--- src/include/spc_cfg.svh ---
// constants of the setpoint pulse counter: image layout, diagnostic bits, reset values
`ifndef SPC_CFG_SVH
`define SPC_CFG_SVH

// ----------------------------------------------------------------
// output image byte decode (byte address 0..3)
// ----------------------------------------------------------------
`define SPC_OIA_SP1_HI 2'h0
`define SPC_OIA_SP1_LO 2'h1
`define SPC_OIA_SP2_HI 2'h2
`define SPC_OIA_SP2_LO 2'h3
`define SPC_OIA_SEL_BIT 1
`define SPC_OIA_LO_BIT 0

// ----------------------------------------------------------------
// input image byte positions inside the 32-bit word, byte 0 on top
// ----------------------------------------------------------------
`define SPC_IIA_BYTE0_MSB 31
`define SPC_IIA_DIAG_MSB 23
`define SPC_IIA_CNT_MSB 15
`define SPC_IIA_BYTE0_VAL 8'h00

// ----------------------------------------------------------------
// diagnostic byte fields
// ----------------------------------------------------------------
`define SPC_DIAG_SYNC 0
`define SPC_DIAG_HIT1 1
`define SPC_DIAG_HIT2 2
`define SPC_DIAG_OVF 3
`define SPC_DIAG_RES_LSB 4
`define SPC_DIAG_MODE 6
`define SPC_DIAG_SPARE 7

// ----------------------------------------------------------------
// reset values and limits
// ----------------------------------------------------------------
`define SPC_SP_RST 16'h0000
`define SPC_CNT_RST 16'h0000
`define SPC_CNT_MAX 16'hFFFF
`define SPC_CNT_STEP 16'h0001
`define SPC_SYNC_CNT_MODE 1'b0
`define SPC_NUM_SP 2
`define SPC_NUM_EDGE 3

`endif

--- src/include/spc_pkg.sv ---
// types shared by the setpoint pulse counter
package spc_pkg;

   // ----------------------------------------------------------------
   // common types
   // ----------------------------------------------------------------
   typedef logic [15:0] spc_word_t;
   typedef logic [7:0] spc_byte_t;

   // counting state: armed by an enable rise, halted by its fall
   typedef enum logic {CS_STOPPED, CS_COUNTING} spc_state_t;

endpackage

--- src/verilog/spc_counter.sv ---
// setpoint pulse counter in up-counter mode with its four-byte bus images
//
// Overview of operation
// - output image is four bytes, setpoint one then setpoint two, high byte first.
// - input image: byte 1 diagnostic, bytes 2-3 count high first, byte 0 empty.
// - diagnostic byte shows resolution, mode, both reached flags and sync flag.
// - pulse rises are counted only while the enable input is held high.
// - every counted pulse rise adds exactly one to the count.
// - a setpoint written while its reached flag is clear takes effect at once.
// - a setpoint written while reached is held until the next enable rise.
// - a setpoint never written counts as zero.
// - enable rise clears count, both flags, both outputs and starts counting.
// - enable fall stops counting; outputs, flags and count stay readable.
// - count reaching setpoint one sets first flag, and first output with it only while the controller runs.
// - count reaching setpoint two sets second flag, and second output with it only while the controller runs.
// - count is reported as an unsigned 16-bit value 0 to 65535.
// - a setpoint left at zero switches its output on at the enable rise while the controller runs.
// - controller passing from run to stop switches both outputs off.
// - resolution switch ignored; pulses taken from the 5 V or 24 V input.
// - passing 65535 sets overflow bit 3, freezes flags and outputs except the run-to-stop switch-off, keeps counting.
// - after overflow an enable rise or a stop-to-run restart resets the counter.
`timescale 1ns/1ps
`include "spc_cfg.svh"
module spc_counter
   import spc_pkg::*;
(
   // clock, reset, clock enable
   input wire logic clk_sys,
   input wire logic arst_n,
   input wire logic clk_en,
   // output image write port, one byte per strobe
   input wire logic oia_wr,
   input wire logic [1:0] oia_addr,
   input wire logic [7:0] oia_data,
   // input image, byte 0 in bits 31:24
   output logic [31:0] input_image_area,
   // field inputs
   input wire logic pulse_5v,
   input wire logic pulse_24v,
   input wire logic enable_in,
   input wire logic plc_run,
   // operating mode switch
   input wire logic sw_level_24v,
   input wire logic [1:0] sw_resolution,
   input wire logic sw_mode_decoder,
   // setpoint outputs
   output logic target1_out,
   output logic target2_out
);

   // ----------------------------------------------------------------
   // declarations
   // ----------------------------------------------------------------
   spc_state_t state_reg;
   spc_word_t count_reg;
   logic ovf_reg;
   spc_byte_t hi_stage_reg [`SPC_NUM_SP];
   spc_word_t sp_active_reg [`SPC_NUM_SP];
   spc_word_t sp_pend_reg [`SPC_NUM_SP];
   logic pend_valid_reg [`SPC_NUM_SP];
   logic hit_reg [`SPC_NUM_SP];
   logic out_reg [`SPC_NUM_SP];
   logic commit [`SPC_NUM_SP];
   logic [`SPC_NUM_EDGE-1:0] edge_in;
   logic [`SPC_NUM_EDGE-1:0] edge_rise;
   logic [`SPC_NUM_EDGE-1:0] edge_fall;
   logic pulse_sel;
   logic pulse_rise;
   logic ena_rise;
   logic ena_fall;
   logic run_rise;
   logic run_fall;
   logic clear_all;
   spc_byte_t diag;

   // ----------------------------------------------------------------
   // edge detection on pulse, enable and run inputs
   // ----------------------------------------------------------------
   // resolution switch plays no part here, only the level select
   assign pulse_sel = sw_level_24v ? pulse_24v : pulse_5v;
   assign edge_in = {plc_run, enable_in, pulse_sel};

   genvar e;
   generate
      for (e = 0; e < `SPC_NUM_EDGE; e++)
      begin : g_edge
         spc_edge u_edge
         (
            .clk_sys(clk_sys),
            .arst_n(arst_n),
            .clk_en(clk_en),
            .sig_in(edge_in[e]),
            .rise(edge_rise[e]),
            .fall(edge_fall[e])
         );
      end
   endgenerate

   assign pulse_rise = edge_rise[0];
   assign ena_rise = edge_rise[1];
   assign ena_fall = edge_fall[1];
   assign run_rise = edge_rise[2];
   assign run_fall = edge_fall[2];
   // a restart from stop clears the same state as an enable rise
   assign clear_all = ena_rise | run_rise;

   // ----------------------------------------------------------------
   // counting state and count
   // ----------------------------------------------------------------
   // enable rise beats a pulse in the same cycle, so the count starts at zero
   always_ff @(posedge clk_sys or negedge arst_n)
   begin
      if (!arst_n)
      begin
         state_reg <= CS_STOPPED;
      end
      else if (clk_en)
      begin
         if (ena_rise)
         begin
            state_reg <= CS_COUNTING;
         end
         else if (ena_fall)
         begin
            state_reg <= CS_STOPPED;
         end
      end
   end

   always_ff @(posedge clk_sys or negedge arst_n)
   begin
      if (!arst_n)
      begin
         count_reg <= `SPC_CNT_RST;
      end
      else if (clk_en)
      begin
         if (clear_all)
         begin
            count_reg <= `SPC_CNT_RST;
         end
         else if (pulse_rise && state_reg == CS_COUNTING && !ena_fall)
         begin
            // plain 16-bit add wraps from the maximum to zero
            count_reg <= count_reg + `SPC_CNT_STEP;
         end
      end
   end

   // overflow flag, cleared only by a restart or an enable rise
   always_ff @(posedge clk_sys or negedge arst_n)
   begin
      if (!arst_n)
      begin
         ovf_reg <= 1'b0;
      end
      else if (clk_en)
      begin
         if (clear_all)
         begin
            ovf_reg <= 1'b0;
         end
         else if (pulse_rise && state_reg == CS_COUNTING && !ena_fall &&
                  count_reg == `SPC_CNT_MAX)
         begin
            ovf_reg <= 1'b1;
         end
      end
   end

   // ----------------------------------------------------------------
   // per-setpoint staging, hold-back and reached logic
   // ----------------------------------------------------------------
   genvar s;
   generate
      for (s = 0; s < `SPC_NUM_SP; s++)
      begin : g_sp
         // low byte completes the word; high byte waits in the stage
         assign commit[s] = oia_wr && oia_addr[`SPC_OIA_SEL_BIT] == s[0] &&
                            oia_addr[`SPC_OIA_LO_BIT];

         always_ff @(posedge clk_sys or negedge arst_n)
         begin
            if (!arst_n)
            begin
               hi_stage_reg[s] <= spc_byte_t'(`SPC_SP_RST >> 8);
            end
            else if (clk_en && oia_wr && oia_addr[`SPC_OIA_SEL_BIT] == s[0] &&
                     !oia_addr[`SPC_OIA_LO_BIT])
            begin
               hi_stage_reg[s] <= oia_data;
            end
         end

         // a write in the cycle of an enable rise meets a cleared flag
         always_ff @(posedge clk_sys or negedge arst_n)
         begin
            if (!arst_n)
            begin
               sp_active_reg[s] <= `SPC_SP_RST;
               sp_pend_reg[s] <= `SPC_SP_RST;
               pend_valid_reg[s] <= 1'b0;
            end
            else if (clk_en)
            begin
               if (commit[s] && (!hit_reg[s] || ena_rise))
               begin
                  sp_active_reg[s] <= {hi_stage_reg[s], oia_data};
                  pend_valid_reg[s] <= 1'b0;
               end
               else if (commit[s])
               begin
                  sp_pend_reg[s] <= {hi_stage_reg[s], oia_data};
                  pend_valid_reg[s] <= 1'b1;
               end
               else if (ena_rise && pend_valid_reg[s])
               begin
                  sp_active_reg[s] <= sp_pend_reg[s];
                  pend_valid_reg[s] <= 1'b0;
               end
            end
         end

         // flag and output set in one step; overflow freezes both, though a run fall still clears the output
         always_ff @(posedge clk_sys or negedge arst_n)
         begin
            if (!arst_n)
            begin
               hit_reg[s] <= 1'b0;
               out_reg[s] <= 1'b0;
            end
            else if (clk_en)
            begin
               if (clear_all)
               begin
                  hit_reg[s] <= 1'b0;
                  out_reg[s] <= 1'b0;
               end
               else if (run_fall)
               begin
                  out_reg[s] <= 1'b0;
               end
               else if (state_reg == CS_COUNTING && !ovf_reg && !hit_reg[s] &&
                        count_reg == sp_active_reg[s])
               begin
                  // zero setpoint matches right after the enable rise
                  hit_reg[s] <= 1'b1;
                  out_reg[s] <= plc_run;
               end
            end
         end
      end
   endgenerate

   // ----------------------------------------------------------------
   // input image and outputs
   // ----------------------------------------------------------------
   // sync is a decoder-mode flag; it stays clear in counter mode
   always_comb
   begin
      diag = 8'h00;
      diag[`SPC_DIAG_SYNC] = `SPC_SYNC_CNT_MODE;
      diag[`SPC_DIAG_HIT1] = hit_reg[0];
      diag[`SPC_DIAG_HIT2] = hit_reg[1];
      diag[`SPC_DIAG_OVF] = ovf_reg;
      diag[`SPC_DIAG_RES_LSB +: 2] = sw_resolution;
      diag[`SPC_DIAG_MODE] = sw_mode_decoder;
      diag[`SPC_DIAG_SPARE] = 1'b0;
   end

   // image lags the state by one cycle so it comes from a flip-flop
   always_ff @(posedge clk_sys or negedge arst_n)
   begin
      if (!arst_n)
      begin
         input_image_area <= 32'h0000_0000;
      end
      else if (clk_en)
      begin
         input_image_area[`SPC_IIA_BYTE0_MSB -: 8] <= `SPC_IIA_BYTE0_VAL;
         input_image_area[`SPC_IIA_DIAG_MSB -: 8] <= diag;
         input_image_area[`SPC_IIA_CNT_MSB -: 16] <= count_reg;
      end
   end

   assign target1_out = out_reg[0];
   assign target2_out = out_reg[1];
endmodule

--- src/verilog/spc_edge.sv ---
// rise and fall detector for one synchronous input
`timescale 1ns/1ps
module spc_edge
(
   // clock and reset
   input wire logic clk_sys,
   input wire logic arst_n,
   input wire logic clk_en,
   // observed level
   input wire logic sig_in,
   // detected edges, valid in the cycle the new level is seen
   output logic rise,
   output logic fall
);

   logic prev_reg;

   // ----------------------------------------------------------------
   // previous level; starts low so a level high at release reads as a rise
   // ----------------------------------------------------------------
   always_ff @(posedge clk_sys or negedge arst_n)
   begin
      if (!arst_n)
      begin
         prev_reg <= 1'b0;
      end
      else if (clk_en)
      begin
         prev_reg <= sig_in;
      end
   end

   // edges compare against the held level
   assign rise = sig_in & ~prev_reg;
   assign fall = ~sig_in & prev_reg;

endmodule

--- config.mk ---
export PLATFORM = sky130hd
export DESIGN_NAME = spc_counter
export DESIGN_NICKNAME = d
export VERILOG_FILES = /design/src/include/spc_pkg.sv /design/src/verilog/spc_counter.sv /design/src/verilog/spc_edge.sv
export VERILOG_INCLUDE_DIRS = /design/src /design/src/include
export SDC_FILE = /design/constraint.sdc
export NUM_CORES = 1
export LEC_CHECK = 0
export BUFFER_PORTS_ARGS = -buffer_cell sky130_fd_sc_hd__buf_2
export CORE_MARGIN = 5
export CORE_UTILIZATION = 50
export DETAILED_ROUTE_END_ITERATION = 8
export PLACE_DENSITY = 0.67
export SYNTH_ARGS = -nofsm -noshare
export SYNTH_HDL_FRONTEND = slang
export SYNTH_SLANG_ARGS = --single-unit
--- constraint.sdc ---
create_clock -name clk_sys -period 3.4 [get_ports clk_sys]
set_clock_uncertainty 0.2 [all_clocks]
set_input_delay 0.34 -clock clk_sys [delete_from_list [all_inputs] [get_ports clk_sys]]
set_output_delay 0.34 -clock clk_sys [all_outputs]
set_load 0.05 [all_outputs]
---- Yosys cells after proc, flatten, opt, wreduce, memory -nomap -nowiden ----
Cells that the tools add are included.
storage, ports and cells
  bits in registers ....................... 129
  input bits .............................. 22
  output and inout port bits .............. 34
  word-level logic and storage cells ...... 123
cells by class
  add/sub/neg operators ................... 1
  equality and inequality tests ........... 6
  mux-type cells .......................... 31
  bitwise logic cells ..................... 14
  reductions and logical operators ........ 52
operator list
  operator               number
  $mux 16                8
  $eq 16x16->1           2
  $mux 1                 23
  $logic_and 1x1->1      21
  $reduce_and 3->1       6
  $add 16x1->16 const B  1
  $eq 16x16->1 const B   1
  $reduce_and 2->1       7
  $reduce_bool 2->1      7
  $reduce_bool 3->1      4
  $not 1->1              8
  $and 1x1->1            5
  $logic_not 1->1        5
  $ne 2x1->1 const B     2
  $logic_or 1x1->1       2
  $ne 2x2->1 const B     1
  $or 1x1->1             1

---- Logic depth before layout (Yosys ltp) ----
  word-level depth ........................ 7
  gate-level depth with buffers ........... 8
  depth with buffers taken out ............ 7

---- Modules after synthesis ----
A second synthesis with hierarchy kept.
second synthesis, totals
  cell total of the unflattened synthesis .. 510
  area, all modules ....................... 6,082.1 um^2
by module, submodules not included
  module       instances  cells an instance  area each (um^2)
  spc_counter  1          498                5,924.4
  spc_edge     3          4                  52.6

---- Least setup slack after synthesis ----
Ideal clock, no wire load.
  path type ............................... input to register
  start point ............................. in enable_in
  end point ............................... reg count_reg[8]
  setup time .............................. 124 ps
  data arrival time ....................... 1,780 ps
  path slack .............................. 1,296 ps
  cell stages on the path ................. 7
  cells stage by stage .................... inv_1 ha_1 or3b_1 nor4b_4 nand3_1 and3_1 a211o_1
between the ends
  word-level cells in the longest chain between the ends .. 6
  elaborated cells on any way between the ends .. 9
  classes of those cells .................. mux (1); bitwise (4); reduce/logical (4)
ends and longest elaborated chain
  item                                RTL line            RTL
  from (decl)                         spc_counter.sv:40   input wire logic enable_in,
  $not 1->1                           spc_edge.sv:35      assign fall = ~sig_in & prev_reg;
  $and 1x1->1                         spc_edge.sv:35
  $logic_not 1->1                     spc_counter.sv:142  else if (pulse_rise && state_reg == CS_COUNTING && !ena_fall)
  $logic_and 1x1->1                   spc_counter.sv:142
  $reduce_bool 2->1 (no source line)  -
  $reduce_and 2->1 (no source line)   -
  to (signal assigned)                spc_counter.sv:134  count_reg <= `SPC_CNT_RST;
  to (signal assigned)                spc_counter.sv:140  count_reg <= `SPC_CNT_RST;
  to (signal assigned)                spc_counter.sv:145  count_reg <= count_reg + `SPC_CNT_STEP;
  to (decl)                           spc_counter.sv:55   spc_word_t count_reg;
Parallel ways exist; a longest one is shown, timed or not.
A chain may end at the register's enable or synchronous reset.

---- Worst setup path in the final report ----
  start point ............................. in enable_in
  end point ............................... reg sp_active_reg[30] (netlist bit)
between the ends
  word-level cells in the longest chain between the ends .. 5
  elaborated cells on any way between the ends .. 8
  classes of those cells .................. eq/ne (1); mux (1); bitwise (1); reduce/logical (5)
ends and longest elaborated chain
  item                                                                     RTL line            RTL
  $and 1x1->1 (*)                                                          spc_edge.sv:34      assign rise = sig_in & ~prev_reg;
  via ena_rise                                                             spc_counter.sv:69   logic ena_rise;
  $logic_or 1x1->1                                                         spc_counter.sv:206  if (commit[s] && (!hit_reg[s] || ena_rise))
  $logic_and 1x1->1                                                        spc_counter.sv:206
  $ne 2x1->1 (no source line) / $reduce_bool 2->1 (equally long branches)  -
  $reduce_and 3->1 (no source line)                                        -
  to (signal, indexed assignment)                                          spc_counter.sv:200  sp_active_reg[s] <= `SPC_SP_RST;
  to (signal, indexed assignment)                                          spc_counter.sv:208  sp_active_reg[s] <= {hi_stage_reg[s], oia_data};
  to (signal, indexed assignment)                                          spc_counter.sv:218  sp_active_reg[s] <= sp_pend_reg[s];
  to (decl)                                                                spc_counter.sv:58   spc_word_t sp_active_reg [`SPC_NUM_SP];
The timed path passes the listed nets; every way through them passes the cells marked *.

==> metrics <==
outcome=complete, no violations; Tmin final=2.54 ns; RSZ-0062 raised after global routing=no; Vias=4005; post-synth top area share=0.525; Initial DRC Count=~260; CP startpoint kind=input port; top cells by area, synth=dfrtp_1 (52%), mux2_1 (5.9%), mux2_2 (5.7%); dpl cell area=around 0.0065 sq mm; Post-synth top flop=dfrtp_1; CTS tree=built; fillcell total=just under 1000; CTS Buf Count=17; commonest non-fill, non-tap cell in the layout=dfrtp_1; hold crit path type=input port to flop; Post-CTS Setup Inserts=0; non-filler cells, final=roughly 740; Layout Area Growth over Synthesis=14.9%; synth unique cells=55; Final Util=0.586; combinational group share of total power=0.177; post-route ant nets=0; Final Hold Vio Count=0; Design Area, Final=0.00707 sq mm; Synth Cell Area=0.00615 sq mm; share of total power in the clock network=0.369; number of diodes=0; largest net degree at the start of global routing=65; CP Cell Sequence=dlygate4sd3_1, buf_2, ha_1, inv_1, a21oi_2, buf_4, mux2i_1, a21oi_1; Starting Density=0.510; leakage power=3.41 nW; crit-path max cell delay=0.52 ns; fraction of synthesized cell area in xor and xnor cells=0.0569; Compound-Gate Fraction of Synth Area=0.0667; f_max=393 MHz; sw frac=0.282; Synth area leader=dfrtp_1; mux share of post-synthesis cell area=0.190; DR vias/cell=roughly 5.4; Die H=121 um; placed cell count=708; sequential share of the synthesized area=0.525; first-pass GRT wire length=21800 um; type of destination of the critical path=flop; slew margin rel.=0.367; measured slew at the worst slew-check pin=0.945 ns; share of power burned in registers=0.455; DR DRC count=0; worst-case clock buffer depth=2; internal power=3.24 mW; PwrDens=about 640 mW/mm^2; Routed WL=13300 um; final setup violating endpoints=0; Sequential Area=0.00323 sq mm; Slew Viols, Final=0; CTS resizes=0; H-tree levels=4; 1st-pass router iterations=4; cells after synthesis=515; synth warn=0; most frequent cells in the layout=dfrtp_1 (129), buf_2 (44), mux2i_1 (34); CTS sink count=129; core area=0.0121 sq mm; CP delay by family, top=buffers and inverters; WS Path Type=input port to flop; final worst path period share=0.748; Pwr Total=about 4.5 mW; Peak VDD IR=0.000394 V; buffers and inverters on the worst path=4; synthesized area per cell=11.9 sq um; die width=121 um; Critical Path RT=3.48 ns; Adder-Cell Fraction of Synth Area=0.00610; WL/cell=around 18 um; Clock transition at path regs=around 0.05 ns; worst-path fanout max=11; HPWL Detailed=between 9000 and 10000 um; row count=40; port buffer count=45; Multi-input gate area=0.00268 sq mm; async set-reset flop share out of synthesis=1.00; Root Buffer=clkbuf_16; antenna violations before repair=0; CP max-delay cell=dlygate4sd3_1; largest family of logic cells by synthesized area=multiplexers; Clock Latency Late Sink=roughly 0.42 ns; net switching power=1.27 mW; GRT Residual Overflow=0; Data arrival, critical path=2.63 ns; Synth Area in Simple Gates=0.109; total negative setup slack=0 ns; MaxCap Viol Count=0; layout cells sized above 1=0.236; vias in the first global route=4083; Nets=590; Total Routing Usage GR=0.196; number of synthesized flops with an enable pin=0; synthesis-stage register bit count=around 130; Routability Congestion=0.831; Die Area=0.0146 sq mm; Top Ports=56
-- final timing paths --
path / start / end / slack [ns] / cells past startpoint
setup / recovery: enable_in / sp_active_reg[30] / 0.86 / 8
hold / removal: oia_data[6] / sp_pend_reg[6] / 0.04 / 2
setup reg to reg: g_edge[1].u_edge.prev_reg / sp_active_reg[30] / 0.98 / 7
hold reg to reg: sp_pend_reg[29] / sp_pend_reg[29] / 0.28 / 1
max in group asynchronous: arst_n / hi_stage_reg[15] / 1.98 / 3
min in group asynchronous: arst_n / input_image_area[20] / 0.23 / 2
-- Yosys cell counts (2+ instances only) --
cell	count
a211o_1	3
a21o_1	2
a21oi_1	22
a21oi_2	2
and3_1	4
buf_2	6
buf_4	14
buf_6	6
clkbuf_1	13
dfrtp_1	129
ha_1	3
inv_1	7
mux2_1	32
mux2_2	31
mux2_4	8
mux2i_1	34
nand2_1	32
nand2b_1	2
nand3_1	7
nand4_1	5
nor2_1	32
nor3_1	13
nor3_4	2
nor4_1	9
nor4b_4	2
o211a_1	2
o21a_1	2
o21ai_0	13
o21ai_1	13
or4_4	2
xnor2_1	16
xor2_1	24
-- what timing repair did --
| item | in CTS | in global routing |
|---|---|---|
| setup endpoints to repair | 0 | 0 |
| endpoints found under the hold margin | 38 | 0 |
| hold buffers | 6 | 0 |
-- metal layers --
metal	wire length (um)	vias to the layer above	track usage
met3	633	19	0.0531
met1	6200	1993	0.261
met2	6230	105	0.307
met5	0	-	0
met4	262	0	0.0715
li1	-	1888	-
-- power groups by stage --
stage	registers [mW]	clock network [mW]	logic (mW)
finish	2.05	1.66	0.797
global route	2.09	1.76	0.898
CTS	2.05	1.70	0.807
detailed placement	2.07	0	0.791
global placement	2.06	0	0.768
floorplan	2.05	0	0.585
-- cell type report --
class,count,share of cell area
well taps,168,0.0297
inverters,8,0.00425
multi-input cells,348,0.380
clock buffers,24,0.0682
flip-flops and latches,129,0.457
clock inverters,6,0.00814
repair buffers,61,0.0531
-- per-stage QoR --
stage	hold slack [ns]	setup WS (ns)
5_1_grt	0.0506	0.657
3_3_place_gp	0.111	1.07
2_1_floorplan	-0.156	1.30
4_1_cts	0.0329	0.861
3_5_place_dp	0.117	1.00
6_report	0.0450	0.858
-- logic make-up after synthesis --
kind of cell	count (synthesis)
other	1
buffers and inverters	47
multiplexers	105
adder cells (fa/ha/maj)	3
flip-flops	129
AO/OA/AOI/OAI	68
XOR/XNOR	40
AND/OR/NAND/NOR	122
(Power assumes the default switching activity.)
